$ cat config.mk
export PLATFORM = sky130hd
export DESIGN_NAME = bbf_host
export DESIGN_NICKNAME = d
export VERILOG_FILES = /design/src/shared/bbf_pkg.sv /design/src/logic/bbf_host.sv
export SDC_FILE = /design/constraint.sdc
export NUM_CORES = 1
export LEC_CHECK = 0
export ABC_CLOCK_PERIOD_IN_PS = 5050
export BUFFER_PORTS_ARGS = -buffer_cell sky130_fd_sc_hd__buf_2
export CAP_MARGIN = 25
export CORE_MARGIN = 2
export CORE_UTILIZATION = 50
export DETAILED_ROUTE_END_ITERATION = 7
export GPL_ROUTABILITY_DRIVEN = 1
export PLACE_DENSITY_LB_ADDON = 0.08
export SLEW_MARGIN = 40
export SYNTH_ARGS = -nofsm -noshare
export SYNTH_HDL_FRONTEND = slang
export SYNTH_SLANG_ARGS = --single-unit
$ cat constraint.sdc
create_clock -name clk_sys -period 5.05 [get_ports clk_sys]
set_clock_uncertainty 0.15 [all_clocks]
set_input_delay 1.01 -clock clk_sys [delete_from_list [all_inputs] [get_ports clk_sys]]
set_output_delay 1.01 -clock clk_sys [all_outputs]
set_load 0.005 [all_outputs]
$ cat src/shared/bbf_pkg.sv
// Purpose: constants and types for the boot-block flash host controller
// Assumes: 100 MHz clk_sys, byte-wide parallel flash bus
// Notes: host side; the flash status register map is kept here for reference
package bbf_pkg;
    // ==========================================
    // flash commands
    localparam logic [7:0] CMD_READ_ARRAY = 8'hFF;
    localparam logic [7:0] CMD_PROG_SETUP = 8'h40;
    localparam logic [7:0] CMD_READ_STATUS = 8'h70;
    localparam logic [7:0] CMD_CLEAR_STATUS = 8'h50;
    localparam logic [7:0] CMD_ERASE_SETUP = 8'h20;
    localparam logic [7:0] CMD_CONFIRM = 8'hD0;
    localparam logic [7:0] CMD_SUSPEND = 8'hB0;
    localparam logic [7:0] CMD_READ_SIG = 8'h90;
    // ==========================================
    // flash status register fields and signature addresses
    localparam int SR_READY = 7;
    localparam int SR_SUSPENDED = 6;
    localparam int SR_ERASE_FAIL = 5;
    localparam int SR_PROG_FAIL = 4;
    localparam int SR_SUPPLY_LOW = 3;
    localparam logic [17:0] SIG_MFG_ADDR = 18'h00000;
    localparam logic [17:0] SIG_DEV_ADDR = 18'h00001;
    // ==========================================
    // host register offsets
    localparam logic [3:0] REG_CTRL = 4'h0;
    localparam logic [3:0] REG_ADDR = 4'h1;
    localparam logic [3:0] REG_DATA = 4'h2;
    localparam logic [3:0] REG_STATUS = 4'h3;
    localparam logic [3:0] REG_RDATA = 4'h4;
    localparam logic [3:0] REG_FSR = 4'h5;
    // host operation codes in REG_CTRL[3:0]
    localparam logic [3:0] OP_READ = 4'h0;
    localparam logic [3:0] OP_PROGRAM = 4'h1;
    localparam logic [3:0] OP_ERASE = 4'h2;
    localparam logic [3:0] OP_SUSPEND = 4'h3;
    localparam logic [3:0] OP_RESUME = 4'h4;
    localparam logic [3:0] OP_CLEAR = 4'h5;
    localparam logic [3:0] OP_STATUS = 4'h6;
    localparam logic [3:0] OP_ARRAY = 4'h7;
    localparam logic [3:0] OP_SIG = 4'h8;
    localparam logic [3:0] OP_POWERDOWN = 4'h9;
    localparam logic [3:0] OP_WAKE = 4'hA;
    // ==========================================
    // timing
    localparam int CLK_NS = 10;
    localparam int PULSE_NS = 40;
    localparam int PULSE_CYC = (PULSE_NS + CLK_NS - 1) / CLK_NS;
    localparam int ACCESS_NS = 150;
    localparam int ACCESS_CYC = (ACCESS_NS + CLK_NS - 1) / CLK_NS;
    localparam int WAKE_NS = 480;
    localparam int WAKE_CYC = (WAKE_NS + CLK_NS - 1) / CLK_NS;
    localparam int POLL_LIMIT = 4000;
    // ==========================================
    // types
    typedef struct packed {
        logic [16:0] addr;
        logic chip_sel_n;
        logic out_drive_n;
        logic write_n;
        logic powerdown_unlock_n;
        logic [7:0] dq_out;
        logic dq_oe;
    } bbf_pins_t;
    typedef struct packed {
        logic [3:0] addr;
        logic [31:0] wdata;
        logic wr;
        logic rd;
    } bbf_req_t;
endpackage

$ cat src/logic/bbf_host.sv
// Purpose: host controller driving a boot-block flash over its parallel pins
// Assumes: bus timing met by cycle counts at 100 MHz
// Notes: software issues one operation at a time through REG_CTRL
`timescale 1ns/1ps
module bbf_host
    import bbf_pkg::*;
(
    // clock and reset
    input wire logic clk_sys,
    input wire logic resetn,
    // register port
    input wire bbf_pkg::bbf_req_t req,
    output logic [31:0] rdata,
    // flash pins
    output bbf_pkg::bbf_pins_t pins,
    input wire logic [7:0] dq_in,
    input wire logic supply_high
);
    import bbf_pkg::*;

    typedef enum logic [3:0] {
        ST_IDLE, ST_WSETUP, ST_WLOW, ST_WHIGH, ST_RSETUP, ST_RWAIT, ST_RHIGH,
        ST_POLL, ST_SLEEP, ST_WAKE
    } bbf_state_t;

    bbf_state_t state_reg, state_next;
    logic [16:0] addr_reg;
    logic [7:0] data_reg, rdata_reg, fsr_reg, cmd_reg;
    logic [3:0] op_reg;
    logic [1:0] step_reg;
    logic [9:0] cnt_reg;
    logic [11:0] poll_reg;
    logic busy_reg, err_reg, timeout_reg, pd_reg;
    logic [7:0] dq_s1, dq_s2;
    logic supply_s1, supply_s2;
    logic [31:0] rd_mux;

    // ==========================================
    // decode
    wire ctrl_wr = req.wr && req.addr == REG_CTRL && !busy_reg;
    wire [3:0] new_op = req.wdata[3:0];
    wire two_step = op_reg == OP_PROGRAM || op_reg == OP_ERASE;
    wire polls = op_reg == OP_PROGRAM || op_reg == OP_ERASE || op_reg == OP_RESUME
        || op_reg == OP_SUSPEND;
    wire cnt_done = cnt_reg == 10'h000;
    // refused: supply low or supply-low bit still set
    wire refuse = (new_op == OP_PROGRAM || new_op == OP_ERASE)
        && (!supply_s2 || fsr_reg[SR_SUPPLY_LOW]);
    // bus floats after the access, so judge on the byte latched inside it
    wire poll_ready = fsr_reg[SR_READY];
    wire [7:0] fsr_clean = {dq_s2[7:3], 3'h0};

    function automatic logic [7:0] first_cmd(input logic [3:0] op);
        case (op)
            OP_PROGRAM: first_cmd = CMD_PROG_SETUP;
            OP_ERASE: first_cmd = CMD_ERASE_SETUP;
            OP_SUSPEND: first_cmd = CMD_SUSPEND;
            OP_RESUME: first_cmd = CMD_CONFIRM;
            OP_CLEAR: first_cmd = CMD_CLEAR_STATUS;
            OP_STATUS: first_cmd = CMD_READ_STATUS;
            OP_SIG: first_cmd = CMD_READ_SIG;
            default: first_cmd = CMD_READ_ARRAY;
        endcase
    endfunction

    assign rd_mux = req.addr == REG_CTRL ? {28'h0, op_reg} :
        req.addr == REG_ADDR ? {15'h0, addr_reg} :
        req.addr == REG_DATA ? {24'h0, data_reg} :
        req.addr == REG_STATUS ? {28'h0, pd_reg, timeout_reg, err_reg, busy_reg} :
        req.addr == REG_RDATA ? {24'h0, rdata_reg} :
        req.addr == REG_FSR ? {24'h0, fsr_reg} : 32'h0;

    // ==========================================
    // next state
    always_comb begin
        state_next = state_reg;
        case (state_reg)
            ST_IDLE: begin
                if (ctrl_wr && !refuse) begin
                    if (new_op == OP_READ) state_next = ST_RSETUP;
                    else if (new_op == OP_POWERDOWN) state_next = ST_SLEEP;
                    else if (new_op == OP_WAKE) state_next = ST_WAKE;
                    else if (new_op <= OP_SIG) state_next = ST_WSETUP;
                end
            end
            ST_WSETUP: state_next = ST_WLOW;
            ST_WLOW: if (cnt_done) state_next = ST_WHIGH;
            ST_WHIGH: begin
                if (cnt_done) begin
                    if (two_step && step_reg == 2'h0) state_next = ST_WSETUP;
                    else if (polls) state_next = ST_POLL;
                    else state_next = ST_IDLE;
                end
            end
            ST_RSETUP: state_next = ST_RWAIT;
            ST_RWAIT: if (cnt_done) state_next = ST_RHIGH;
            ST_RHIGH: begin
                if (cnt_done) begin
                    if (op_reg == OP_READ || poll_ready || poll_reg == 12'h000)
                        state_next = ST_IDLE;
                    else state_next = ST_RSETUP;
                end
            end
            ST_POLL: state_next = ST_RSETUP;
            ST_SLEEP: state_next = ST_IDLE;
            ST_WAKE: if (cnt_done) state_next = ST_IDLE;
            default: state_next = ST_IDLE;
        endcase
    end

    // ==========================================
    // registers
    always_ff @(posedge clk_sys or negedge resetn) begin
        if (!resetn) begin
            dq_s1 <= 8'h00;
            dq_s2 <= 8'h00;
            supply_s1 <= 1'b0;
            supply_s2 <= 1'b0;
        end else begin
            dq_s1 <= dq_in;
            dq_s2 <= dq_s1;
            supply_s1 <= supply_high;
            supply_s2 <= supply_s1;
        end
    end

    always_ff @(posedge clk_sys or negedge resetn) begin
        if (!resetn) begin
            state_reg <= ST_IDLE;
            op_reg <= OP_READ;
            step_reg <= 2'h0;
            cnt_reg <= 10'h000;
            poll_reg <= 12'h000;
            addr_reg <= 17'h00000;
            data_reg <= 8'h00;
            cmd_reg <= 8'h00;
            rdata_reg <= 8'h00;
            fsr_reg <= 8'h00;
            busy_reg <= 1'b0;
            err_reg <= 1'b0;
            timeout_reg <= 1'b0;
            pd_reg <= 1'b0;
            rdata <= 32'h0;
        end else begin
            state_reg <= state_next;
            rdata <= req.rd ? rd_mux : 32'h0;
            if (!cnt_done) cnt_reg <= cnt_reg - 10'h001;
            if (req.wr && req.addr == REG_ADDR && !busy_reg) addr_reg <= req.wdata[16:0];
            if (req.wr && req.addr == REG_DATA && !busy_reg) data_reg <= req.wdata[7:0];
            if (ctrl_wr) begin
                op_reg <= new_op;
                err_reg <= refuse;
                timeout_reg <= 1'b0;
                step_reg <= 2'h0;
                poll_reg <= 12'(POLL_LIMIT);
                cmd_reg <= first_cmd(new_op);
                busy_reg <= !refuse && new_op != OP_POWERDOWN;
                if (refuse && !supply_s2) fsr_reg[SR_SUPPLY_LOW] <= 1'b1;
                if (new_op == OP_CLEAR) fsr_reg <= 8'h00;
                if (new_op == OP_WAKE) cnt_reg <= 10'(WAKE_CYC);
            end
            case (state_reg)
                ST_WSETUP: cnt_reg <= 10'(PULSE_CYC);
                ST_WLOW: if (cnt_done) cnt_reg <= 10'(PULSE_CYC);
                ST_WHIGH: if (cnt_done) begin
                    step_reg <= step_reg + 2'h1;
                    // second word: data byte or erase confirm
                    cmd_reg <= op_reg == OP_PROGRAM ? data_reg : CMD_CONFIRM;
                    if (!(two_step && step_reg == 2'h0) && !polls) busy_reg <= 1'b0;
                end
                ST_RSETUP: cnt_reg <= 10'(ACCESS_CYC);
                ST_RWAIT: if (cnt_done) begin
                    cnt_reg <= 10'(PULSE_CYC);
                    if (op_reg == OP_READ) rdata_reg <= dq_s2;
                    else begin
                        fsr_reg <= fsr_clean;
                        poll_reg <= poll_reg - 12'h001;
                    end
                end
                ST_RHIGH: if (cnt_done && state_next == ST_IDLE) begin
                    busy_reg <= 1'b0;
                    timeout_reg <= op_reg != OP_READ && !poll_ready;
                end
                ST_SLEEP: pd_reg <= 1'b1;
                ST_WAKE: begin
                    pd_reg <= 1'b0;
                    if (cnt_done) busy_reg <= 1'b0;
                end
                default: ;
            endcase
        end
    end

    // ==========================================
    // pins
    wire writing = state_reg == ST_WSETUP || state_reg == ST_WLOW || state_reg == ST_WHIGH;
    wire reading = state_reg == ST_RSETUP || state_reg == ST_RWAIT;
    // erase address kept on both words so they hit one block
    assign pins.addr = addr_reg;
    assign pins.chip_sel_n = !(writing || reading);
    assign pins.out_drive_n = !reading;
    assign pins.write_n = state_reg != ST_WLOW;
    assign pins.powerdown_unlock_n = !pd_reg;
    assign pins.dq_out = cmd_reg;
    assign pins.dq_oe = writing;
endmodule

==> flow_metrics.tcl, run 1 <==
set metrics [dict create \
    cp.required_ns 3.89 \
    p_clk_share_pct 35.2 \
    combPwrFrac_pct 23.1 \
    synth_top_area_share_pct 53.8 \
    hpwlAfterDp_um 9070 \
    path_cells "nor4b_1, inv_1, buf_2" \
    clkSlewWorstSetupHoldPaths_ns 0.06 \
    timing.critical_path.arrival_ns 1.96 \
    gp_congestion 0.838 \
    rsz0062_at_grt "no" \
    io_pins 111 \
    yosysUniqueCellTypes 62 \
    slew_viol_final 0 \
    yosys_warnings 0 \
    syn_inst 533 \
    area_delta_synth_final_pct 19.0 \
    setup_ws_ns 1.93 \
    clkLatencyLatePin_ns 0.52 \
    htreeDepth 4 \
    fin_setup_tns_ns 0 \
    largest_reg_flops 25 \
    async_flop_share_pct 100 \
    hold_viol_final 0 \
    wirelength_um 13100 \
    antenna_found_initial 1 \
    post-route-period-util_pct 61.8 \
    slowest_delay_ns 0.64 \
    dpl.cell_count 728 \
    worstPathMaxFanout 17 \
    start_util_pct 51.3 \
    status "finished clean" \
    numPortBuffers 80 \
    crit_path_end_kind "primary output" \
    drv_cap 0 \
    worstSetupStartpointType "register" \
    yosys_register_bits 120 \
    yosys.cell_count.top_type "dfrtp_1" \
    setup_viol 0 \
    cts-root-buf "clkbuf_8" \
    grt_max_degree 50 \
    drive_gt1_share_pct 27.1 \
    cts.sinks 120 \
    synth_area_leaders "dfrtp_1, mux2_2, nand2_1" \
    postCtsSetupBuffers 0 \
    p_leak_nw 3.17 \
    p_int_w 0.00236 \
    cts_resized 0 \
    viasPerCell 5.74 \
    nets 659 \
    synth.cell_area_um2 5580 \
    tightest_slew_ns 0.780 \
    dr.first_iter.drc_count 304 \
    ys_seq_area_share_pct 53.8 \
    post-route-min-period_ns 3.12 \
    synth_commonest_cells "dfrtp_1, nand2_1, nor2_1, mux2_2, a21oi_1" \
    max_freq_ghz 0.321 \
    dieArea_um2 12000 \
    firstDrtPassIters 5 \
    hp-class "reg2reg" \
    coreArea_um2 10900 \
    crit_slowest_cell "nor4b_1" \
    die_x_um 110 \
    grt_pass1_vias 4161 \
    grt-ovfl-total 0 \
    ant_nets 0 \
    pwr-share-seq_pct 41.8 \
    yosys.area.top_type "dfrtp_1" \
    grt_pass1_wl_um 21300 \
    synth_top_flop_cell "dfrtp_1" \
    synth-edff-count 0 \
    netSwitchingFraction_pct 31.5 \
    vias 4364 \
    synth.avg_cell_area_um2 10.5 \
    rows 38 \
    final_cells 760 \
    numCtsBuffers 17 \
    ir_drop_v 0.000287 \
    p_sw_w 0.00109 \
    die_h_um 110 \
    wire_per_inst_um 17.2 \
    place_worst_setup_slack_ns 1.77 \
    powerDensity_nw_per_um2 519 \
    cts_max_path_buffers 2 \
    max_slew_margin_pct 47.8 \
    grtUsageTotal_pct 23.4 \
    path_class "reg2out" \
    drc_errors 0 \
    cts_tree "built" \
    whs_ns 0.195 \
    hold_buffers 0 \
    num_antenna_cells 0 \
]
-- critical path, delay by kind of cell (launching register included) --
| kind | cells | cell delay, ns |
|---|---|---|
| buffers and inverters | 2 | 0.24 |
| and+or+nand+nor | 1 | 0.64 |
| DFF | 1 | 0.57 |
-- area by class of cell --
class | instances | area (um^2)
Clock buffer | 19 | 432
Clock inverter | 13 | 171
Fill cell | 919 | 4250
Inverter | 12 | 45.0
Multi-Input combinational cell | 372 | 2380
Sequential cell | 120 | 3000
Tap cell | 140 | 175
Timing Repair Buffer | 84 | 433
-- cell families after synthesis --
group                    Yosys count  synth area share, %
AND/OR/NAND/NOR                  199                 18.6
flip-flops                       120                 53.8
AO/OA/AOI/OAI                    103                 12.2
buffers and inverters             55                 4.82
multiplexers                      40                 8.03
XOR/XNOR                          12                 1.88
adder cells (fa/ha/maj)            3                0.673
other                              1               0.0672
-- per-stage QoR --
stage	total power, W	util, %	area, um^2
detailed placement	0.00225	55.4	6030
global route	0.00367	61.0	6640
finish	0.00345	61.0	6640
CTS	0.00347	60.9	6630
global placement	0.00221	55.3	6020
floorplan	0.00195	-	5630
-- metal layers --
metal | vias to the layer above | share of wire [%] | global-route usage, % | routed length, um
li1 | 2031 | - | - | -
met1 | 2135 | 45 | 32.5 | 5930
met2 | 176 | 46 | 36.1 | 6040
met3 | 22 | 6.6 | 5.45 | 857
met4 | 0 | 1.7 | 8.68 | 227
met5 | - | 0 | 0 | 0
-- worst paths after layout --
kind | from | to | slack (ns) | cells past startpoint
max | state_reg[0]$_DFF_PN0_ | pins[10] | 1.93 | 3
min | dq_s1[1]$_DFF_PN0_ | dq_s2[1]$_DFF_PN0_ | 0.20 | 0
max reg2reg | cnt_reg[4]$_DFF_PN0_ | poll_reg[6]$_DFF_PN0_ | 2.06 | 5
min reg2reg | dq_s1[1]$_DFF_PN0_ | dq_s2[1]$_DFF_PN0_ | 0.20 | 0
max in group asynchronous | resetn | op_reg[2]$_DFFE_PN0N_ | 3.50 | 2
min in group asynchronous | resetn | step_reg[0]$_DFF_PN0_ | 0.28 | 1
-- power by group through the flow --
stage                     Clock [W]  Combinational, W  Sequential [W]
after CTS                   0.00123          0.000800         0.00144
after global placement            0          0.000773         0.00144
after detailed placement          0          0.000797         0.00145
after global routing        0.00128          0.000911         0.00148
final                       0.00121          0.000795         0.00144
after floorplan                   0          0.000580         0.00137
-- layout by cell type (no fill, tap or decap), types with 15 or more instances in the layout --
master	Yosys	final
a21oi_1	29	29
and3_1	16	16
buf_2	2	79
clkbuf_16	0	16
conb_1	1	15
dfrtp_1	120	120
mux2_2	38	38
nand2_1	56	56
nor2_1	40	40
nor3_1	17	17
o21ai_0	24	24
Note: power is estimated with default switching activity, not from simulation.
==> inputs of run 2 (changes only) <==
Settings changed: ABC_CLOCK_PERIOD_IN_PS 5050 to 3100.
Clock period 5.05 ns to 3.1 ns, I/O delays scaled along.
==> run 2 against run 1 <==
Clock-buffer cell count up 4. Non-clock buffer count rose by 14. Sequential power increased by 61%. Total power up 63%. Combinational power up 75%. Cell area grew 1.4%. Hold slack worse by 0.16 ns. Clock power rose by 58%. Setup slack got worse by 1.5 ns. Sequential cell count stayed put. Register-to-register slack worse by 1.7 ns. Sequential share of layout area is 0.61 points lower. Highest routed layer unchanged.
==> flow_metrics.tcl, run 2 (synthesis results as in run 1) <==
set metrics [dict create \
    status "finished clean" \
    hold_path_startpoint "dq_in[0]" \
    drc_errors 0 \
    post-route-min-period_ns 2.69 \
    clkLatencyLatePin_ns 0.53 \
    final_cell_mix "dfrtp_1, buf_2, nand2_1" \
    hpwlAfterDp_um 9220 \
    drive_gt1_share_pct 28.2 \
    timing.critical_path.arrival_ns 2.96 \
    die_x_um 110 \
    area_delta_synth_final_pct 20.6 \
    largest_reg_flops 25 \
    hp-class "in2reg" \
    tightest_slew_ns 0.756 \
    hold_end "dq_s1[0]$_DFF_PN0_" \
    antenna_found_initial 0 \
    postCtsSetupBuffers 0 \
    cts_tree "built" \
    timing.critical_path.buf_inv 0 \
    grt-ovfl-total 0 \
    cts_resized 0 \
    final_common_cell "dfrtp_1" \
    r2r_setup_slack_ns 0.41 \
    r2r_end "poll_reg[2]$_DFF_PN0_" \
    slew_viol_final 0 \
    wirelength_um 13100 \
    r2r-start "state_reg[1]$_DFF_PN0_" \
    grt_max_degree 61 \
    ant_nets 0 \
    powerDensity_nw_per_um2 834 \
    hold_viol_final 0 \
    worstSetupStartpointType "register" \
    path_cells "nor4bb_1, nand4_1, o21ai_0, o21ai_0, a21o_2" \
    viasPerCell 5.55 \
    post-route-period-util_pct 86.8 \
    multi_input_area_um2 2370 \
    nFillCells 915 \
    vias 4295 \
    path_delay_family "simple AND/OR/NAND/NOR gates" \
    numPortBuffers 80 \
    drv_cap 0 \
    grt_pass1_wl_um 20900 \
    wire_per_inst_um 16.9 \
    worstPathMaxFanout 15 \
    crit_slowest_cell "nor4bb_1" \
    dieArea_um2 12000 \
    cts_max_path_buffers 2 \
    max_slew_margin_pct 48.9 \
    crit_path_end_kind "register" \
    cp.required_ns 3.37 \
    die_h_um 110 \
    coreArea_um2 10900 \
    path_class "reg2reg" \
    cpMostUsedCell "o21ai_0" \
    nets 673 \
    gp_congestion 0.828 \
    grtUsageTotal_pct 23.5 \
    rows 38 \
    rsz0062_at_grt "no" \
    htreeDepth 4 \
    dr.first_iter.drc_count 309 \
    clkSlewWorstSetupHoldPaths_ns 0.06 \
    p_leak_nw 3.25 \
    ir_drop_v 0.000600 \
    hold_buffers 0 \
    slowest_delay_ns 0.74 \
    setup_viol 0 \
    reg2reg_depth 5 \
    grt_pass1_vias 4002 \
    start_util_pct 51.3 \
    hold_depth 1 \
    numCtsBuffers 17 \
    fin_setup_tns_ns 0 \
    final_core_util_pct 61.8 \
    cts.sinks 120 \
    firstDrtPassIters 5 \
    seq_area_um2 3000 \
    max_freq_ghz 0.372 \
    io_pins 111 \
    cts-root-buf "clkbuf_8" \
    num_antenna_cells 0 \
]
run 2: changes by cell type in the layout (fill, tap and decap cells not counted), moves of 2 or more:
cell,before,now
buf_4,5,16
clkinv_4,5,0
clkinv_2,1,7
inv_6,2,0
clkbuf_8,2,6
clkinvlp_4,2,0
run 2: routing by layer:
metal / part of all wire (%) / global-route usage (%) / up-vias
met5: 0 / 0 / -
met4: 1.4 / 8.50 / 0
met3: 7.7 / 6.76 / 15
met2: 46 / 34.0 / 148
met1: 45 / 33.7 / 2071
li1: - / - / 2061
run 2: stage by stage:
stage | instances | area (um^2) | total power, W | hold WS (ns) | setup WS [ns]
final | 774 | 6730 | 0.00562 | 0.0391 | 0.410
after global routing | 774 | 6730 | 0.00596 | 0.0226 | 0.125
after CTS | 773 | 6720 | 0.00565 | 0.0179 | 0.418
after detailed placement | 741 | 6130 | 0.00373 | 0.185 | 0.459
after global placement | 741 | 6130 | 0.00366 | 0.183 | 0.535
after floorplan | 547 | 5630 | 0.00317 | 0.174 | 0.648
run 2: final cells by class:
class / count / share of cell area, %
clock inverters: 9 / 1.41
flip-flops and latches: 120 / 44.6
repair buffers: 98 / 8.27
clock buffers: 23 / 7.23
multi-input cells: 372 / 35.2
well taps: 140 / 2.60
inverters: 12 / 0.669
run 2: where the power goes:
part / internal [W] / total, W / switching (W) / leakage [nW]
registers: 0.00196 / 0.00232 / 0.000361 / 1.49
clock network: 0.00124 / 0.00191 / 0.000668 / 0.297
logic: 0.000683 / 0.00139 / 0.000704 / 1.47
run 2: worst register-to-register path, delay by kind of cell, from the launching register on:
family | cells | cell delay (ns)
simple gates | 2 | 0.96
compound gates | 3 | 0.93
flops | 1 | 0.55
run 2: worst max-delay path by stage:
stage                      startpoint                  endpoint  slack (ns)  depth (start not counted)
5_1_grt        state_reg[1]$_DFF_PN0_     poll_reg[2]$_DFF_PN0_        0.12                          5
3_5_place_dp   state_reg[1]$_DFF_PN0_    poll_reg[11]$_DFF_PN0_        0.46                          5
2_1_floorplan                 req[35]  addr_reg[10]$_DFFE_PN0P_        0.65                          5
4_1_cts        state_reg[1]$_DFF_PN0_                  pins[10]        0.42                          3
6_report       state_reg[1]$_DFF_PN0_     poll_reg[2]$_DFF_PN0_        0.41                          5
3_3_place_gp   state_reg[1]$_DFF_PN0_    poll_reg[11]$_DFF_PN0_        0.53                          5
==> inputs of run 3 (changes only) <==
Settings changed: CORE_UTILIZATION 50 to 55, PLACE_DENSITY_LB_ADDON 0.08 to 0.25.
==> run 3 against run 2 <==
Clock power rose by 17%. Sequential share of layout area down 0.41 points. Global-route usage grew 1.7 points. First-iteration DRC count increased by 27%. Highest routed layer unchanged.
==> flow_metrics.tcl, run 3 (synthesis results as in run 1) <==
set metrics [dict create \
    ir_drop_v 0.000620 \
    antenna_found_initial 0 \
    viasPerCell 5.79 \
    rsz0062_at_grt "no" \
    worstPathMaxFanout 15 \
    final_cell_mix "dfrtp_1, buf_2, nand2_1" \
    hpwlAfterDp_um 8870 \
    ant_nets 0 \
    post-route-min-period_ns 2.68 \
    die_x_um 105 \
    max_slew_margin_pct 48.3 \
    power_w 0.00593 \
    nets 671 \
    htreeDepth 4 \
    cts-root-buf "clkbuf_8" \
    cts_tree "built" \
    drc_errors 0 \
    clkLatencyLatePin_ns 0.52 \
    postCtsSetupBuffers 0 \
    coreArea_um2 9820 \
    num_antenna_cells 0 \
    grt_pass1_vias 4311 \
    p_leak_nw 3.27 \
    hp-class "in2reg" \
    vias 4433 \
    grt_pass1_wl_um 21800 \
    r2r_setup_slack_ns 0.45 \
    worstSetupStartpointType "register" \
    endpoint "pins[10]" \
    reg2reg_depth 5 \
    gp_congestion 0.866 \
    critPathLaunch "state_reg[1]$_DFF_PN0_" \
    grtUsageTotal_pct 25.2 \
    die_h_um 105 \
    largest_reg_flops 25 \
    io_pins 111 \
    drive_gt1_share_pct 28.0 \
    crit_path_end_kind "primary output" \
    fin_setup_tns_ns 0 \
    rows 36 \
    wirelength_um 13400 \
    dieArea_um2 11000 \
    grt_max_degree 56 \
    numPortBuffers 80 \
    setup_viol 0 \
    max_freq_ghz 0.373 \
    hold_viol_final 0 \
    powerDensity_nw_per_um2 873 \
    final_common_cell "dfrtp_1" \
    cts.sinks 120 \
    dr.first_iter.drc_count 392 \
    r2r-start "state_reg[0]$_DFF_PN0_" \
    numCtsBuffers 17 \
    cts_resized 0 \
    tightest_slew_ns 0.773 \
    clkSlewWorstSetupHoldPaths_ns 0.06 \
    post-route-period-util_pct 86.6 \
    drv_cap 0 \
    cp.required_ns 2.33 \
    grt-ovfl-total 0 \
    cts_max_path_buffers 2 \
    r2r_end "poll_reg[2]$_DFF_PN0_" \
    path_class "reg2out" \
    firstDrtPassIters 8 \
    timing.critical_path.arrival_ns 1.91 \
    status "finished clean" \
    area_delta_synth_final_pct 21.7 \
    wire_per_inst_um 17.5 \
    start_util_pct 56.8 \
    slew_viol_final 0 \
]
==> run 3: cell count changes in the layout (fill, tap and decap cells not counted), sizes merged <==
cell      previous run  this run
clkbuf              23        19
bufinv               2         6
clkinv               7         3
buf                 97        95
inv                 12        15
clkinvlp             0         1
==> run 3: final cells by class <==
type / count / area (um^2)
clock buffers: 19 / 432
clock inverters: 13 / 240
fillers: 744 / 3030
inverters: 12 / 45.0
multi-input cells: 372 / 2370
flip-flops and latches: 120 / 3000
well taps: 133 / 166
repair buffers: 96 / 538
==> run 3: critical path: stages (launching register included) <==
cell	delay, ns
dfrtp_1	0.64
nor4b_1	0.54
inv_1	0.07
buf_2	0.14
==> run 3: routing by layer <==
layer	up-vias	part of all wire, %	GRT usage (%)
met5	-	0	0
met4	0	1.9	8.57
met3	24	5.4	6.18
met2	154	50	41.5
met1	2203	43	32.7
li1	2052	-	-
==> run 3: how the worst min path moves through the flow <==
stage | slack, ns | cells after the start | start | endpoint
floorplan | 0.17 | 0 | resetn | addr_reg[0]$_DFFE_PN0P_
global placement | 0.18 | 0 | dq_s1[4]$_DFF_PN0_ | dq_s2[4]$_DFF_PN0_
detailed placement | 0.18 | 0 | dq_s1[1]$_DFF_PN0_ | dq_s2[1]$_DFF_PN0_
CTS | 0.04 | 1 | dq_in[1] | dq_s1[1]$_DFF_PN0_
global route | 0.05 | 1 | dq_in[5] | dq_s1[5]$_DFF_PN0_
finish | 0.05 | 1 | dq_in[1] | dq_s1[1]$_DFF_PN0_
==> run 3: metrics by stage <==
stage                     worst slack (ns)  hold slack (ns)  area (um^2)  utilization, %  std cells
after floorplan                      0.648            0.174         5630               -        547
after global placement               0.584            0.182         6110            62.2        732
after detailed placement             0.516            0.185         6110            62.2        732
after CTS                            0.430           0.0393         6790            69.2        765
after global routing                 0.354           0.0453         6790            69.2        765
final                                0.416           0.0535         6790            69.2        765
==> run 3: repair_timing <==
item                                    4_1_cts  5_1_grt
hold buffers                                  1        0
endpoints found under the setup margin        0        0
endpoints found under the hold margin        44        0
==> run 3: where the power goes <==
group          internal, W  leakage, nW  switching [W]
sequential         0.00196         1.49       0.000376
clock              0.00150        0.324       0.000740
combinational     0.000663         1.46       0.000691
